## src/include/vxl_params.svh

```systemverilog
// Constants for the display controller extension register bank.
// Assumes an ISA-style host bus sampled on the host clock.
`ifndef VXL_PARAMS_SVH
`define VXL_PARAMS_SVH

// ----------------------------------------
// I/O port addresses
// ----------------------------------------
`define VXL_PORT_SEQ_IDX 16'h03C4
`define VXL_PORT_SEQ_DAT 16'h03C5
`define VXL_PORT_GFX_IDX 16'h03CE
`define VXL_PORT_GFX_DAT 16'h03CF
`define VXL_PORT_MISC_WR 16'h03C2
`define VXL_PORT_MISC_RD 16'h03CC
`define VXL_PORT_CRT_IDX_M 16'h03B4
`define VXL_PORT_CRT_DAT_M 16'h03B5
`define VXL_PORT_CRT_IDX_C 16'h03D4
`define VXL_PORT_CRT_DAT_C 16'h03D5

// ----------------------------------------
// Register indices
// ----------------------------------------
`define VXL_IDX_MEM_IF 8'h0B
`define VXL_IDX_VID_SEL 8'h0C
`define VXL_IDX_TLOCK 8'h0D
`define VXL_IDX_MB_WIN 8'h14
`define VXL_IDX_EXT_CTL 8'h15
`define VXL_IDX_CW_CTL 8'h17
`define VXL_IDX_CRT_LAST 8'h17

// ----------------------------------------
// Field positions
// ----------------------------------------
`define VXL_MIF_ROM_OUT 0
`define VXL_MIF_CS16 2
`define VXL_MIF_ALT_OFS 3
`define VXL_EXT_PAGE 2
`define VXL_CW_TEN 5
`define VXL_CRT_PROT 7

// ----------------------------------------
// Reset values
// ----------------------------------------
`define VXL_RST_BYTE 8'h00

`endif

```

## src/include/vxl_pkg.sv

```systemverilog
// Types shared by the extension register bank.
// Assumes nothing beyond the parameter header.
`default_nettype none
package vxl_pkg;
  typedef enum logic [1:0] {VXL_MAP_VGA, VXL_MAP_256K, VXL_MAP_512K, VXL_MAP_1M} vxl_map_t;
endpackage
`default_nettype wire

```

## src/hdl/vxl_regs.sv

```systemverilog
// Extension registers, CRTC register file with group locking, and decode.
// Assumes one-cycle host I/O strobes synchronous to i_clk.
`include "vxl_params.svh"
`default_nettype none

// How it works
// - Map field picks CPU decode window
// - Window register picks the megabyte
// - Bit 2 drives 16-bit chip select low
// - ROM map-out, loaded inverted from strap
// - Bit 6 selects legacy CRT mode
// - Map bits and attribute pick plane
// - Page mode overrides plane selection
// - Width field sets text character dots
// - Graphics modes always use eight dots
// - Underline odd attributes, background bit zero
// - Force full video clock for horizontal
// - Lock sync polarity bits of misc
// - Horizontal lock covers groups zero, four
// - Lock bits extend start and cursor
// - Double cursor and scan line values
// - Lock prevention keeps group one open
// - Vertical lock covers groups two, three
// - Protect bit guards CRTC zero to seven
// - Group zero: indices 00 through 05
// - Group one: index 07 bits 1,6
// - Group two: vertical overflow fields
// - Group three: indices 10,11,15,16
// - Group four: index 17 bit 2
module vxl_regs #(
  parameter int CRT_REGS = 24
) (
  input wire logic i_clk,
  input wire logic i_rst,
  input wire logic [15:0] i_io_addr,
  input wire logic i_io_wr,
  input wire logic i_io_rd,
  input wire logic [7:0] i_io_wdata,
  output logic [7:0] o_io_rdata,
  input wire logic [23:0] i_mem_addr,
  input wire logic i_mem_cycle,
  input wire logic i_strap_bit0,
  input wire logic [7:0] i_attr_code,
  input wire logic i_graphics_mode,
  input wire logic i_nine_dot,
  input wire logic i_seq_half_clk,
  output logic o_mem_hit,
  output logic o_memcs16_n,
  output logic o_rom_unmap,
  output logic o_alt_offset_en,
  output logic o_legacy_crt,
  output logic o_char_plane3,
  output logic o_page_mode,
  output logic [3:0] o_char_dots,
  output logic o_underline,
  output logic [7:0] o_attr_eff,
  output logic o_hclk_half,
  output logic [1:0] o_sync_pol,
  output logic [17:0] o_start_addr,
  output logic [17:0] o_cursor_addr,
  output logic [5:0] o_cursor_start,
  output logic [5:0] o_cursor_stop,
  output logic [5:0] o_preset_row,
  output logic [5:0] o_max_scan,
  output logic [4:0] o_group_locked
);

  if (CRT_REGS != 24)
  begin : g_bad_crt_regs
    $error("CRT_REGS must be 24");
  end

  // ----------------------------------------
  // Register state
  // ----------------------------------------
  logic [7:0] gfx_idx_r, seq_idx_r, crt_idx_r;
  logic [7:0] mem_if_r, vid_sel_r, tlock_r, mb_win_r, ext_ctl_r, cw_ctl_r, misc_r;
  logic [7:0] crt_r [0:CRT_REGS-1];
  logic strap_s1_r, strap_s2_r, strap_done_r;
  logic strap_v1_r, strap_v2_r;

  // ----------------------------------------
  // Lock decode
  // ----------------------------------------
  wire prot = crt_r[17][`VXL_CRT_PROT];
  wire lk_g0 = tlock_r[5] | prot;
  wire lk_g1 = ~tlock_r[1] & prot;
  wire lk_g2 = tlock_r[0] | prot;
  wire lk_g3 = tlock_r[0];
  wire lk_g4 = tlock_r[5];
  wire [4:0] lk_all = {lk_g4, lk_g3, lk_g2, lk_g1, lk_g0};

  // Writable bits of a CRTC index; locks come in as an argument so the
  // mask follows a lock change even when the index stays put
  function automatic logic [7:0] crt_wmask(input logic [7:0] idx, input logic [4:0] lk);
    logic [7:0] m;
    m = 8'hFF;
    if (idx <= 8'h05)
      m = lk[0] ? 8'h00 : 8'hFF;
    else if (idx == 8'h06)
      m = lk[2] ? 8'h00 : 8'hFF;
    else if (idx == 8'h07)
      m = {~lk[2], ~lk[1], ~lk[2], 1'b1, ~lk[2], ~lk[2], ~lk[1], ~lk[2]};
    else if (idx == 8'h09)
      m = lk[2] ? 8'hDF : 8'hFF;
    else if (idx == 8'h10 || idx == 8'h15 || idx == 8'h16)
      m = lk[3] ? 8'h00 : 8'hFF;
    else if (idx == 8'h11)
      m = lk[3] ? 8'hF0 : 8'hFF;
    else if (idx == 8'h17)
      m = lk[4] ? 8'hFB : 8'hFF;
    return m;
  endfunction

  // ----------------------------------------
  // Port decode
  // ----------------------------------------
  wire crt_idx_port = i_io_addr == `VXL_PORT_CRT_IDX_M || i_io_addr == `VXL_PORT_CRT_IDX_C;
  wire crt_dat_port = i_io_addr == `VXL_PORT_CRT_DAT_M || i_io_addr == `VXL_PORT_CRT_DAT_C;
  wire gfx_dat_wr = i_io_wr && i_io_addr == `VXL_PORT_GFX_DAT;
  wire seq_dat_wr = i_io_wr && i_io_addr == `VXL_PORT_SEQ_DAT;
  wire crt_dat_wr = i_io_wr && crt_dat_port && crt_idx_r <= `VXL_IDX_CRT_LAST;
  wire [7:0] crt_mask = crt_wmask(crt_idx_r, lk_all);
  wire [7:0] crt_cur = crt_r[crt_idx_r[4:0]];
  wire [7:0] crt_new = (crt_cur & ~crt_mask) | (i_io_wdata & crt_mask);
  // Sync polarity bits keep their value while locked
  wire [7:0] misc_mask = {~tlock_r[7], ~tlock_r[6], 6'h3F};
  wire [7:0] misc_new = (misc_r & ~misc_mask) | (i_io_wdata & misc_mask);

  // ----------------------------------------
  // Index and extension registers
  // ----------------------------------------
  always_ff @(posedge i_clk or posedge i_rst)
  begin
    if (i_rst)
    begin
      gfx_idx_r <= `VXL_RST_BYTE;
      seq_idx_r <= `VXL_RST_BYTE;
      crt_idx_r <= `VXL_RST_BYTE;
      vid_sel_r <= `VXL_RST_BYTE;
      tlock_r <= `VXL_RST_BYTE;
      mb_win_r <= `VXL_RST_BYTE;
      ext_ctl_r <= `VXL_RST_BYTE;
      cw_ctl_r <= `VXL_RST_BYTE;
      misc_r <= `VXL_RST_BYTE;
    end
    else
    begin
      if (i_io_wr && i_io_addr == `VXL_PORT_GFX_IDX)
        gfx_idx_r <= i_io_wdata;
      if (i_io_wr && i_io_addr == `VXL_PORT_SEQ_IDX)
        seq_idx_r <= i_io_wdata;
      if (i_io_wr && crt_idx_port)
        crt_idx_r <= i_io_wdata;
      if (gfx_dat_wr && gfx_idx_r == `VXL_IDX_VID_SEL)
        vid_sel_r <= i_io_wdata;
      if (gfx_dat_wr && gfx_idx_r == `VXL_IDX_TLOCK)
        tlock_r <= i_io_wdata;
      if (seq_dat_wr && seq_idx_r == `VXL_IDX_MB_WIN)
        mb_win_r <= {4'h0, i_io_wdata[3:0]};
      if (seq_dat_wr && seq_idx_r == `VXL_IDX_EXT_CTL)
        ext_ctl_r <= i_io_wdata;
      if (seq_dat_wr && seq_idx_r == `VXL_IDX_CW_CTL)
        cw_ctl_r <= i_io_wdata;
      if (i_io_wr && i_io_addr == `VXL_PORT_MISC_WR)
        misc_r <= misc_new;
    end
  end

  // ----------------------------------------
  // Memory interface control with strap load
  // ----------------------------------------
  // Strap is sampled after release, so reset itself only loads constants
  always_ff @(posedge i_clk or posedge i_rst)
  begin
    if (i_rst)
    begin
      strap_s1_r <= 1'b0;
      strap_s2_r <= 1'b0;
      strap_v1_r <= 1'b0;
      strap_v2_r <= 1'b0;
      strap_done_r <= 1'b0;
      mem_if_r <= `VXL_RST_BYTE;
    end
    else
    begin
      strap_s1_r <= i_strap_bit0;
      strap_s2_r <= strap_s1_r;
      // Load waits until the second sync stage holds the pin level
      strap_v1_r <= 1'b1;
      strap_v2_r <= strap_v1_r;
      strap_done_r <= strap_v2_r;
      if (strap_v2_r && !strap_done_r)
        mem_if_r[`VXL_MIF_ROM_OUT] <= ~strap_s2_r;
      else if (gfx_dat_wr && gfx_idx_r == `VXL_IDX_MEM_IF)
        mem_if_r <= {i_io_wdata[7:2], 1'b0, i_io_wdata[0]};
    end
  end

  // ----------------------------------------
  // CRTC register file
  // ----------------------------------------
  always_ff @(posedge i_clk or posedge i_rst)
  begin
    if (i_rst)
    begin
      for (int k = 0; k < CRT_REGS; k++)
        crt_r[k] <= `VXL_RST_BYTE;
    end
    else if (crt_dat_wr)
      crt_r[crt_idx_r[4:0]] <= crt_new;
  end

  // ----------------------------------------
  // Read path
  // ----------------------------------------
  logic [7:0] rd_nxt;
  always_comb
  begin
    rd_nxt = 8'h00;
    if (i_io_addr == `VXL_PORT_GFX_IDX)
      rd_nxt = gfx_idx_r;
    else if (i_io_addr == `VXL_PORT_SEQ_IDX)
      rd_nxt = seq_idx_r;
    else if (crt_idx_port)
      rd_nxt = crt_idx_r;
    else if (i_io_addr == `VXL_PORT_MISC_RD)
      rd_nxt = misc_r;
    else if (i_io_addr == `VXL_PORT_GFX_DAT && gfx_idx_r == `VXL_IDX_MEM_IF)
      rd_nxt = mem_if_r;
    else if (i_io_addr == `VXL_PORT_GFX_DAT && gfx_idx_r == `VXL_IDX_VID_SEL)
      rd_nxt = vid_sel_r;
    else if (i_io_addr == `VXL_PORT_GFX_DAT && gfx_idx_r == `VXL_IDX_TLOCK)
      rd_nxt = tlock_r;
    else if (i_io_addr == `VXL_PORT_SEQ_DAT && seq_idx_r == `VXL_IDX_MB_WIN)
      rd_nxt = mb_win_r;
    else if (i_io_addr == `VXL_PORT_SEQ_DAT && seq_idx_r == `VXL_IDX_EXT_CTL)
      rd_nxt = ext_ctl_r;
    else if (i_io_addr == `VXL_PORT_SEQ_DAT && seq_idx_r == `VXL_IDX_CW_CTL)
      rd_nxt = cw_ctl_r;
    else if (crt_dat_port && crt_idx_r <= `VXL_IDX_CRT_LAST)
      rd_nxt = crt_cur;
  end

  // ----------------------------------------
  // Decode of memory window and display functions
  // ----------------------------------------
  vxl_pkg::vxl_map_t map_sel;
  assign map_sel = vxl_pkg::vxl_map_t'(mem_if_r[5:4]);
  wire in_mb = i_mem_addr[23:20] == mb_win_r[3:0];
  logic hit_nxt;
  always_comb
  begin
    hit_nxt = 1'b0;
    case (map_sel)
      vxl_pkg::VXL_MAP_VGA: hit_nxt = i_mem_addr[23:17] == 7'h05;
      vxl_pkg::VXL_MAP_256K: hit_nxt = in_mb && i_mem_addr[19:18] == 2'b00;
      vxl_pkg::VXL_MAP_512K: hit_nxt = in_mb && !i_mem_addr[19];
      default: hit_nxt = in_mb;
    endcase
  end
  wire cycle_hit = hit_nxt & i_mem_cycle;

  wire [1:0] map_bits = {vid_sel_r[5], vid_sel_r[2]};
  wire plane3_nxt = map_bits == 2'b10 || (map_bits == 2'b11 && i_attr_code[3]);
  logic [3:0] dots_nxt;
  always_comb
  begin
    dots_nxt = 4'd8;
    if (i_graphics_mode)
      dots_nxt = 4'd8;
    else if (vid_sel_r[4:3] == 2'b00)
      dots_nxt = i_nine_dot ? 4'd9 : 4'd8;
    else if (vid_sel_r[4:3] == 2'b01)
      dots_nxt = 4'd7;
    else if (vid_sel_r[4:3] == 2'b10)
      dots_nxt = 4'd9;
    else
      dots_nxt = cw_ctl_r[`VXL_CW_TEN] ? 4'd10 : 4'd8;
  end

  // Doubling shifts in a low zero bit; five-bit fields become six-bit counts
  function automatic logic [5:0] dbl(input logic [4:0] v, input logic en);
    return en ? {v, 1'b0} : {1'b0, v};
  endfunction

  // ----------------------------------------
  // Output flops
  // ----------------------------------------
  always_ff @(posedge i_clk or posedge i_rst)
  begin
    if (i_rst)
    begin
      o_io_rdata <= 8'h00;
      o_mem_hit <= 1'b0;
      o_memcs16_n <= 1'b1;
      o_rom_unmap <= 1'b0;
      o_alt_offset_en <= 1'b0;
      o_legacy_crt <= 1'b0;
      o_char_plane3 <= 1'b0;
      o_page_mode <= 1'b0;
      o_char_dots <= 4'd8;
      o_underline <= 1'b0;
      o_attr_eff <= 8'h00;
      o_hclk_half <= 1'b0;
      o_sync_pol <= 2'b00;
      o_start_addr <= 18'h0_0000;
      o_cursor_addr <= 18'h0_0000;
      o_cursor_start <= 6'h00;
      o_cursor_stop <= 6'h00;
      o_preset_row <= 6'h00;
      o_max_scan <= 6'h00;
      o_group_locked <= 5'h00;
    end
    else
    begin
      if (i_io_rd)
        o_io_rdata <= rd_nxt;
      o_mem_hit <= cycle_hit;
      o_memcs16_n <= ~(cycle_hit & mem_if_r[`VXL_MIF_CS16]);
      o_rom_unmap <= mem_if_r[`VXL_MIF_ROM_OUT];
      o_alt_offset_en <= mem_if_r[`VXL_MIF_ALT_OFS];
      o_legacy_crt <= vid_sel_r[6];
      o_page_mode <= ext_ctl_r[`VXL_EXT_PAGE];
      o_char_plane3 <= ext_ctl_r[`VXL_EXT_PAGE] ? 1'b0 : plane3_nxt;
      o_char_dots <= dots_nxt;
      o_underline <= vid_sel_r[2] & i_attr_code[0];
      o_attr_eff <= vid_sel_r[2] ? (i_attr_code & 8'hF7) : i_attr_code;
      o_hclk_half <= i_seq_half_clk & ~vid_sel_r[0];
      o_sync_pol <= misc_r[7:6];
      o_start_addr <= {tlock_r[4:3], crt_r[12], crt_r[13]};
      o_cursor_addr <= {tlock_r[4:3], crt_r[14], crt_r[15]};
      o_cursor_start <= dbl(crt_r[10][4:0], tlock_r[2]);
      o_cursor_stop <= dbl(crt_r[11][4:0], tlock_r[2]);
      o_preset_row <= dbl(crt_r[8][4:0], tlock_r[2]);
      o_max_scan <= dbl(crt_r[9][4:0], tlock_r[2]);
      o_group_locked <= {lk_g4, lk_g3, lk_g2, lk_g1, lk_g0};
    end
  end

  // ----------------------------------------
  // Checks
  // ----------------------------------------
  AST_CS16: assert property (@(posedge i_clk) disable iff (i_rst)
    cycle_hit && mem_if_r[2] |=> !o_memcs16_n)
    else $error("chip select not asserted");
  AST_MISC_LOCK: assert property (@(posedge i_clk) disable iff (i_rst)
    tlock_r[7] |=> misc_r[7] == $past(misc_r[7]))
    else $error("vsync polarity changed while locked");
  AST_G0_LOCK: assert property (@(posedge i_clk) disable iff (i_rst)
    (tlock_r[5] || prot) && crt_idx_r == 8'h00 |=> crt_r[0] == $past(crt_r[0]))
    else $error("group zero written while locked");
  AST_G1_OPEN: assert property (@(posedge i_clk) disable iff (i_rst)
    crt_dat_wr && crt_idx_r == 8'h07 && tlock_r[1] |=> crt_r[7][6] == $past(i_io_wdata[6]))
    else $error("group one blocked despite prevention");
  AST_G3_LOCK: assert property (@(posedge i_clk) disable iff (i_rst)
    tlock_r[0] && crt_idx_r == 8'h10 |=> $stable(crt_r[16]))
    else $error("group three written while locked");
  AST_G4_LOCK: assert property (@(posedge i_clk) disable iff (i_rst)
    tlock_r[5] |=> crt_r[23][2] == $past(crt_r[23][2]))
    else $error("group four written while locked");
  AST_PLANE: assert property (@(posedge i_clk) disable iff (i_rst)
    ext_ctl_r[2] |=> !o_char_plane3)
    else $error("page mode did not override plane");
  AST_DOTS: assert property (@(posedge i_clk) disable iff (i_rst)
    i_graphics_mode |=> o_char_dots == 4'd8)
    else $error("graphics width not eight");
  AST_START_HI: assert property (@(posedge i_clk) disable iff (i_rst)
    1'b1 |=> o_start_addr[17:16] == $past(tlock_r[4:3]))
    else $error("start address high bits wrong");
  AST_UNDER: assert property (@(posedge i_clk) disable iff (i_rst)
    vid_sel_r[2] |=> !o_attr_eff[3] && o_underline == $past(i_attr_code[0]))
    else $error("underline or background bit wrong");

endmodule
`default_nettype wire

```

## config.mk

```make
export PLATFORM = sky130hd
export DESIGN_NAME = vxl_regs
export DESIGN_NICKNAME = d
export VERILOG_FILES = /design/src/include/vxl_pkg.sv /design/src/hdl/vxl_regs.sv
export VERILOG_INCLUDE_DIRS = /design/src /design/src/include
export SDC_FILE = /design/constraint.sdc
export NUM_CORES = 1
export LEC_CHECK = 0
export ABC_CLOCK_PERIOD_IN_PS = 12700
export BUFFER_PORTS_ARGS = -buffer_cell sky130_fd_sc_hd__clkbuf_2
export CAP_MARGIN = 20
export CORE_MARGIN = 2
export CORE_UTILIZATION = 45
export CTS_BUF_LIST = sky130_fd_sc_hd__clkbuf_8
export DETAILED_ROUTE_END_ITERATION = 12
export GPL_TIMING_DRIVEN = 0
export HOLD_SLACK_MARGIN = 0.03
export SETUP_SLACK_MARGIN = 0.2
export SKIP_LAST_GASP = 1
export SLEW_MARGIN = 20
export SYNTH_ARGS = -nofsm -noshare
export SYNTH_HDL_FRONTEND = slang
export SYNTH_SLANG_ARGS = --single-unit
```

## constraint.sdc

```tcl
create_clock -name i_clk -period 12.7 [get_ports i_clk]
set_input_delay 1.27 -clock i_clk [delete_from_list [all_inputs] [get_ports i_clk]]
set_output_delay 1.27 -clock i_clk [all_outputs]
set_load 0.02 [all_outputs]
```

# Word-level counts from Yosys, hierarchy flattened
# Cells that the tools add are included.
# word_totals
mem_bits_ro,0
out_inout_bits,96
mem_bits_rw,0
n_memories,0
word_cells,204
latchBits,0
input_bits,65
register_bits,368
# op_classes
magnitude_cmp,4
add_sub_neg,0
eq_ne,32
shift,0
muxes,45
n_mul,0
reduce_logical,38
div,0
n_bitwise,25
# ops
cell,n
192-bit bitwise mux,1
8-bit 2-to-1 mux,22
16-bit by 10-bit equality test with 1-bit output (second input constant),10
8-bit by 5-bit equality test with 1-bit output (second input constant),8
8-bit binary-select mux with 5-bit select,1
8-bit demux with 5-bit select,1
8-bit AND,4
8-bit by 4-bit equality test with 1-bit output (second input constant),4
6-bit 2-to-1 mux,5
1-bit logical AND,26
4-bit 2-to-1 mux,6
8-bit by 3-bit equality test with 1-bit output (second input constant),2
8-bit inverter,2
8-bit bitwise OR,2
1-bit inverter,9
2-bit equality test (second input constant),4
8-bit by 3-bit less-or-equal comparator with 1-bit output (second input constant),1
8-bit by 5-bit less-or-equal comparator with 1-bit output (second input constant),1
7-bit by 3-bit equality test with 1-bit output (second input constant),1
6-bit greater-or-equal comparator (second input constant),1
2-bit logical NOT,3
6-bit by 1-bit < comparator with 1-bit output (second input constant),1
3-bit 2-to-1 mux,2
5-bit inverter with 6-bit output,1
11 further kinds,26

# Longest topological paths before layout
# depth
word_depth,15
mapped_depth,11

# Worst setup path after synthesis
# OpenSTA, ideal clock, no wires.
# synth_timing
kind,input-to-reg
start,input port i_io_addr[11]
end,register crt_r[64] (netlist bit)
path_buffers,3
setup_ns,0.134
cell_stages,9
path_slack_ns,9.204
required_time_ns,12.566
arrival_time_ns,3.362
cell_sequence,nor4bb_1 -> nand4b_1 -> buf_2 -> nor4_4 -> buf_6 -> nand4_4 -> buf_2 -> nand2_1 -> o21ai_0
# synth_between
elab_chain_len,4
elab_cells_between_ends,5
classes_between,eq/ne: 2; reduce/logical: 3
# synth_lines
element,line,source
from (decl),vxl_regs.sv:35,"input wire logic [15:0] i_io_addr,"
16-bit by 10-bit equality test with 1-bit output (no source line),-,
1-bit logical OR (no source line) (*),-,
1-bit logical AND (*),vxl_regs.sv:122,wire crt_dat_wr = i_io_wr && crt_dat_port && crt_idx_r <= `VXL_IDX_CRT_LAST;
1-bit logical AND (no source line) (*),-,
"to (signal, indexed assignment)",vxl_regs.sv:208,crt_r[k] <= `VXL_RST_BYTE;
"to (signal, indexed assignment)",vxl_regs.sv:211,crt_r[crt_idx_r[4:0]] <= crt_new;
to (decl),vxl_regs.sv:78,logic [7:0] crt_r [0:CRT_REGS-1];
# Every way passes the cells marked *; elsewhere a longest branch is shown, timed or not.
# A chain may end at the register's enable or synchronous reset.

# Final worst setup path
# layout_timing
start,register crt_idx_r[1]
end,register crt_r[7] (netlist bit)
# layout_between
elab_chain_len,12
elab_cells_between_ends,30
classes_between,order compare: 4; eq/ne: 6; mux: 11; bitwise: 5; reduce/logical: 4
# layout_lines
element,line,source
from (decl),vxl_regs.sv:76,"logic [7:0] gfx_idx_r, seq_idx_r, crt_idx_r;"
from (signal assigned),vxl_regs.sv:139,crt_idx_r <= `VXL_RST_BYTE;
from (signal assigned),vxl_regs.sv:154,crt_idx_r <= i_io_wdata;
8-bit by 5-bit equality test with 1-bit output,vxl_regs.sv:106,else if (idx == 8'h10 || idx == 8'h15 || idx == 8'h16)
1-bit logical OR (2 in a row),vxl_regs.sv:106,
8-bit 2-to-1 mux,vxl_regs.sv:106,
8-bit 2-to-1 mux,vxl_regs.sv:104,else if (idx == 8'h09)
8-bit 2-to-1 mux,vxl_regs.sv:102,else if (idx == 8'h07)
8-bit 2-to-1 mux,vxl_regs.sv:100,else if (idx == 8'h06)
8-bit 2-to-1 mux,vxl_regs.sv:98,if (idx <= 8'h05)
8-bit inverter,vxl_regs.sv:125,wire [7:0] crt_new = (crt_cur & ~crt_mask) | (i_io_wdata & crt_mask);
8-bit AND,vxl_regs.sv:125,
8-bit bitwise OR,vxl_regs.sv:125,
192-bit bitwise mux,vxl_regs.sv:211,
# Parallel ways exist; a longest one is shown, timed or not. The select of a mux whose other input is x is not followed.

==> summary.md <==
| Metric | Value |
|---|---|
| Core area | 35500 µm² |
| H-tree levels | 2 |
| Worst-margin pin slew | about 1100 ps |
| Worst Path Arrival | about 4800 ps |
| Final period utilization | 33.8% |
| Pwr Density | roughly 120 nW/µm² |
| GRT Util Overall | 25.5% |
| Final hold vios | 0 |
| Final GP Congestion | 0.935 |
| Comb pwr share | 3.6% |
| DR iter-0 viols | 979 |
| Total CTS buffers | 61 |
| WL final | 47300 µm |
| Synth Register Bits | around 370 |
| First-pass GRT wire length | around 73000 µm |
| Dominant synthesized flop cell | dfrtp_1 |
| Footprint of the multi-input gates | 6500 µm² |
| Fraction of layout cells with a size suffix above 1 | 25.7% |
| Max transition margin | 28.4% |
| Initial antenna violation count | 0 |
| Async SR Flop Fraction | 100% |
| # placed instances | 1974 |
| WHS Path Cells | 0 |
| Post-Syn Nets | around 1400 |
| Std cell rows | 69 |
| Pre-antenna DRT Iters | 5 |
| Synth unique cells | 71 |
| Largest family of logic cells by synthesized area | multiplexers |
| Min-Delay Path Class | flop to flop |
| Setup violators final | 0 |
| Clock Skews | 41.7 ps |
| Number of flops mapped to enable cells by yosys | 0 |
| Synth Area in Compound Gates | about a tenth |
| Required time worst endpoint | between 10000 and 15000 ps |
| Synth Cell Area | 16100 µm² |
| Reg area | ~9200 µm² |
| Worst setup EP type | flop |
| Multiplexer area fraction after synthesis | 15.8% |
| Fin nets | 1648 |
| # port buffers | approximately 140 |
| Initial cell density of the core | 45.5% |
| Net Sw Power | 0.000553 W |
| Synth Area in XOR/XNOR | 0.380% |
| IO Count | around 160 |
| Total chip power | 0.00226 W |
| Post-CTS sizing | 0 |
| Crit path max fanout | 10 |
| Die Span X | 193 µm |
| Post-CTS Hold Buffers | 0 |
| Unrepaired setup endpoints after global routing | false |
| Die Ht | between 150 and 200 µm |
| Fill count | 3186 |
| Largest net degree at the start of global routing | 110 |
| Status | finished clean |
| Fmax | 0.233 GHz |
| Clk pwr share | around 44% |
| Sequential-to-total area share from yosys stat | 56.7% |
| Clock slew at reported path FFs | 60 ps |
| Fin cells | between 2000 and 2500 |
| DP Wirelength | 33900 µm |
| CTS tree | done |
| Simple-gate share of the synthesized area | 13.0% |
| Routed vias/inst | approximately 5.7 |
| Average cell area after synthesis | 11.8 µm² |
| Worst skew pair latency | 700 ps |
| Switching share of power | 24.5% |
| Max_cap viols | 0 |
| GRT busiest layer | met2 |
| GR Layer Usage met3 | 5.23% |
| Die ar. | about 37000 µm² |
| ANT nets after route | 0 |
| Min cycle time layout | around 4300 ps |
| Synth Area in Adders | 0.542% |
| Max Slew Vio Count | 0 |
| Pleak | 8.97 nW |
| Worst Setup Start Kind | flop |
| Cells after synthesis | 1373 |
| CTS sink cnt | roughly 370 |
| Yosys warns | 0 |
| GR Layer Usage met2 | 39.1% |
| Power Internal | 0.00171 W |
| Reg power frac | 52.0% |
| Clock root buffer | clkbuf_8 |
| GRT Residual Overflow | 0 |
| Synthesis-to-layout area growth | 15.7% |
| Diodes inserted | 0 |
| Via count | around 12000 |
| FF-to-FF path depth | 9 |
| CTS max path bufs | 3 |
| Vias in the first global route | 11698 |
| DRC | 0 |
| M1 GR Usage | 36.5% |
| Critical path class | flop to flop |
| Max VDD drop | 0.0839 mV |
| Post-CTS setup buffers | 0 |
| DR WL/cell | 22.7 µm |
## sequential cells by signal (all words and copies together) (netlist names), 7 cells and up, named ones only
signal,flops
crt_r,192
o_cursor_addr,17
o_start_addr,17
crt_idx_r,8
cw_ctl_r,8
ext_ctl_r,8
gfx_idx_r,8
o_attr_eff,8
o_io_rdata,8
seq_idx_r,8
tlock_r,8
vid_sel_r,8
mem_if_r,7
## placed cells by master, fill, tap and decap left out, types with 16 or more instances in the layout
cell type  count
nor3_1        16
inv_1         54
clkbuf_8      72
dfrtp_1      364
nand3_1       18
mux2_2        94
mux4_2        44
buf_2         25
nor2b_1       18
mux2i_1       50
clkbuf_2     136
o21ai_0      201
clkbuf_1      47
nor2_1        40
nand2_1      201
## synthesized netlist by cell type, types with 8 or more instances
library cell,instances,share of area (%)
a21oi_1,12,0.37
nand4_1,11,0.43
clkbuf_1,47,1.1
a22oi_1,8,0.37
nor3_1,17,0.53
mux4_2,44,6.1
nor4_1,11,0.43
dfrtp_1,364,56
mux2i_1,50,3.1
nor2b_1,18,0.70
and3_1,8,0.31
buf_2,24,0.74
nand3_1,18,0.56
o22ai_1,11,0.43
o21ai_0,201,6.2
nand2b_1,15,0.58
nand2_1,201,4.7
mux2_2,94,6.6
or3_1,10,0.39
nor2_1,40,0.93
nand4_4,10,1.3
inv_1,30,0.70
a221oi_1,8,0.43
## cell families (layout without fill, tap and decap cells)
kind of cell             count (synthesis)  in the layout
AND/OR/NAND/NOR                        398            398
multiplexers                           188            188
buffers and inverters                  115            362
AO/OA/AOI/OAI                          291            291
other                                    1              1
adder cells (fa/ha/maj)                  7              7
XOR/XNOR                                 7              7
flip-flops                             366            366
## metal layers
| metal | vias to the layer above | part of all wire [%] |
|---|---|---|
| met1 | 5965 | 45 |
| li1 | 5334 | - |
| met5 | - | 0 |
| met3 | 91 | 6.3 |
| met4 | 0 | 3.0 |
| met2 | 408 | 46 |
## metrics by stage
step / cell area, µm² / setup TNS (ps) / util (%) / worst slack (ps) / hold slack, ps
floorplan: 16100 / 0 / - / 1270 / 331
global placement: 17400 / -934190 / 49.0 / -2590 / 331
detailed placement: 17500 / 0 / 49.3 / 7990 / 335
CTS: 18700 / 0 / 52.7 / 8490 / 349
global route: 18700 / 0 / 52.7 / 8270 / 354
finish: 18700 / 0 / 52.7 / 8410 / 334
## layout make-up
class / count / share of cell area [%]
flip-flops and latches: 366 / 49.0
multi-input cells: 892 / 34.8
clock buffers: 72 / 5.30
repair buffers: 140 / 4.11
well taps: 461 / 3.09
plain buffers: 84 / 2.07
clock inverters: 35 / 0.964
inverters: 31 / 0.663
## power groups by stage
stage	Combinational (W)	Sequential, W	Clock [W]
global route	0.0000907	0.00117	0.00108
detailed placement	0.0000837	0.00120	0
CTS	0.0000840	0.00117	0.00102
global placement	0.0000794	0.00120	0
finish	0.0000820	0.00117	0.00100
floorplan	0.0000395	0.00120	0
## final timing paths
check / startpoint / endpoint / slack [ps]
min: strap_s1_r$_DFF_PP0_ / strap_s2_r$_DFF_PP0_ / 330
max in group asynchronous: i_rst / crt_r[37]$_DFFE_PP0P_ / 11130
min reg2reg: strap_s1_r$_DFF_PP0_ / strap_s2_r$_DFF_PP0_ / 330
max: crt_idx_r[1]$_DFFE_PP0P_ / crt_r[7]$_DFFE_PP0P_ / 8410
max reg2reg: crt_idx_r[1]$_DFFE_PP0P_ / crt_r[7]$_DFFE_PP0P_ / 8410
min in group asynchronous: i_rst / o_cursor_stop[4]$_DFF_PP0_ / 660
## critical path, stage by stage (launching register included)
cell and delay, ps:
dfrtp_1 500, clkbuf_1 630, buf_2 520, mux4_2 570, mux2i_1 190, nor2_1 90
or3_1 380, mux2i_1 530, clkbuf_1 550, o21ai_0 170
No activity file was read; power rests on OpenSTA's default activity.
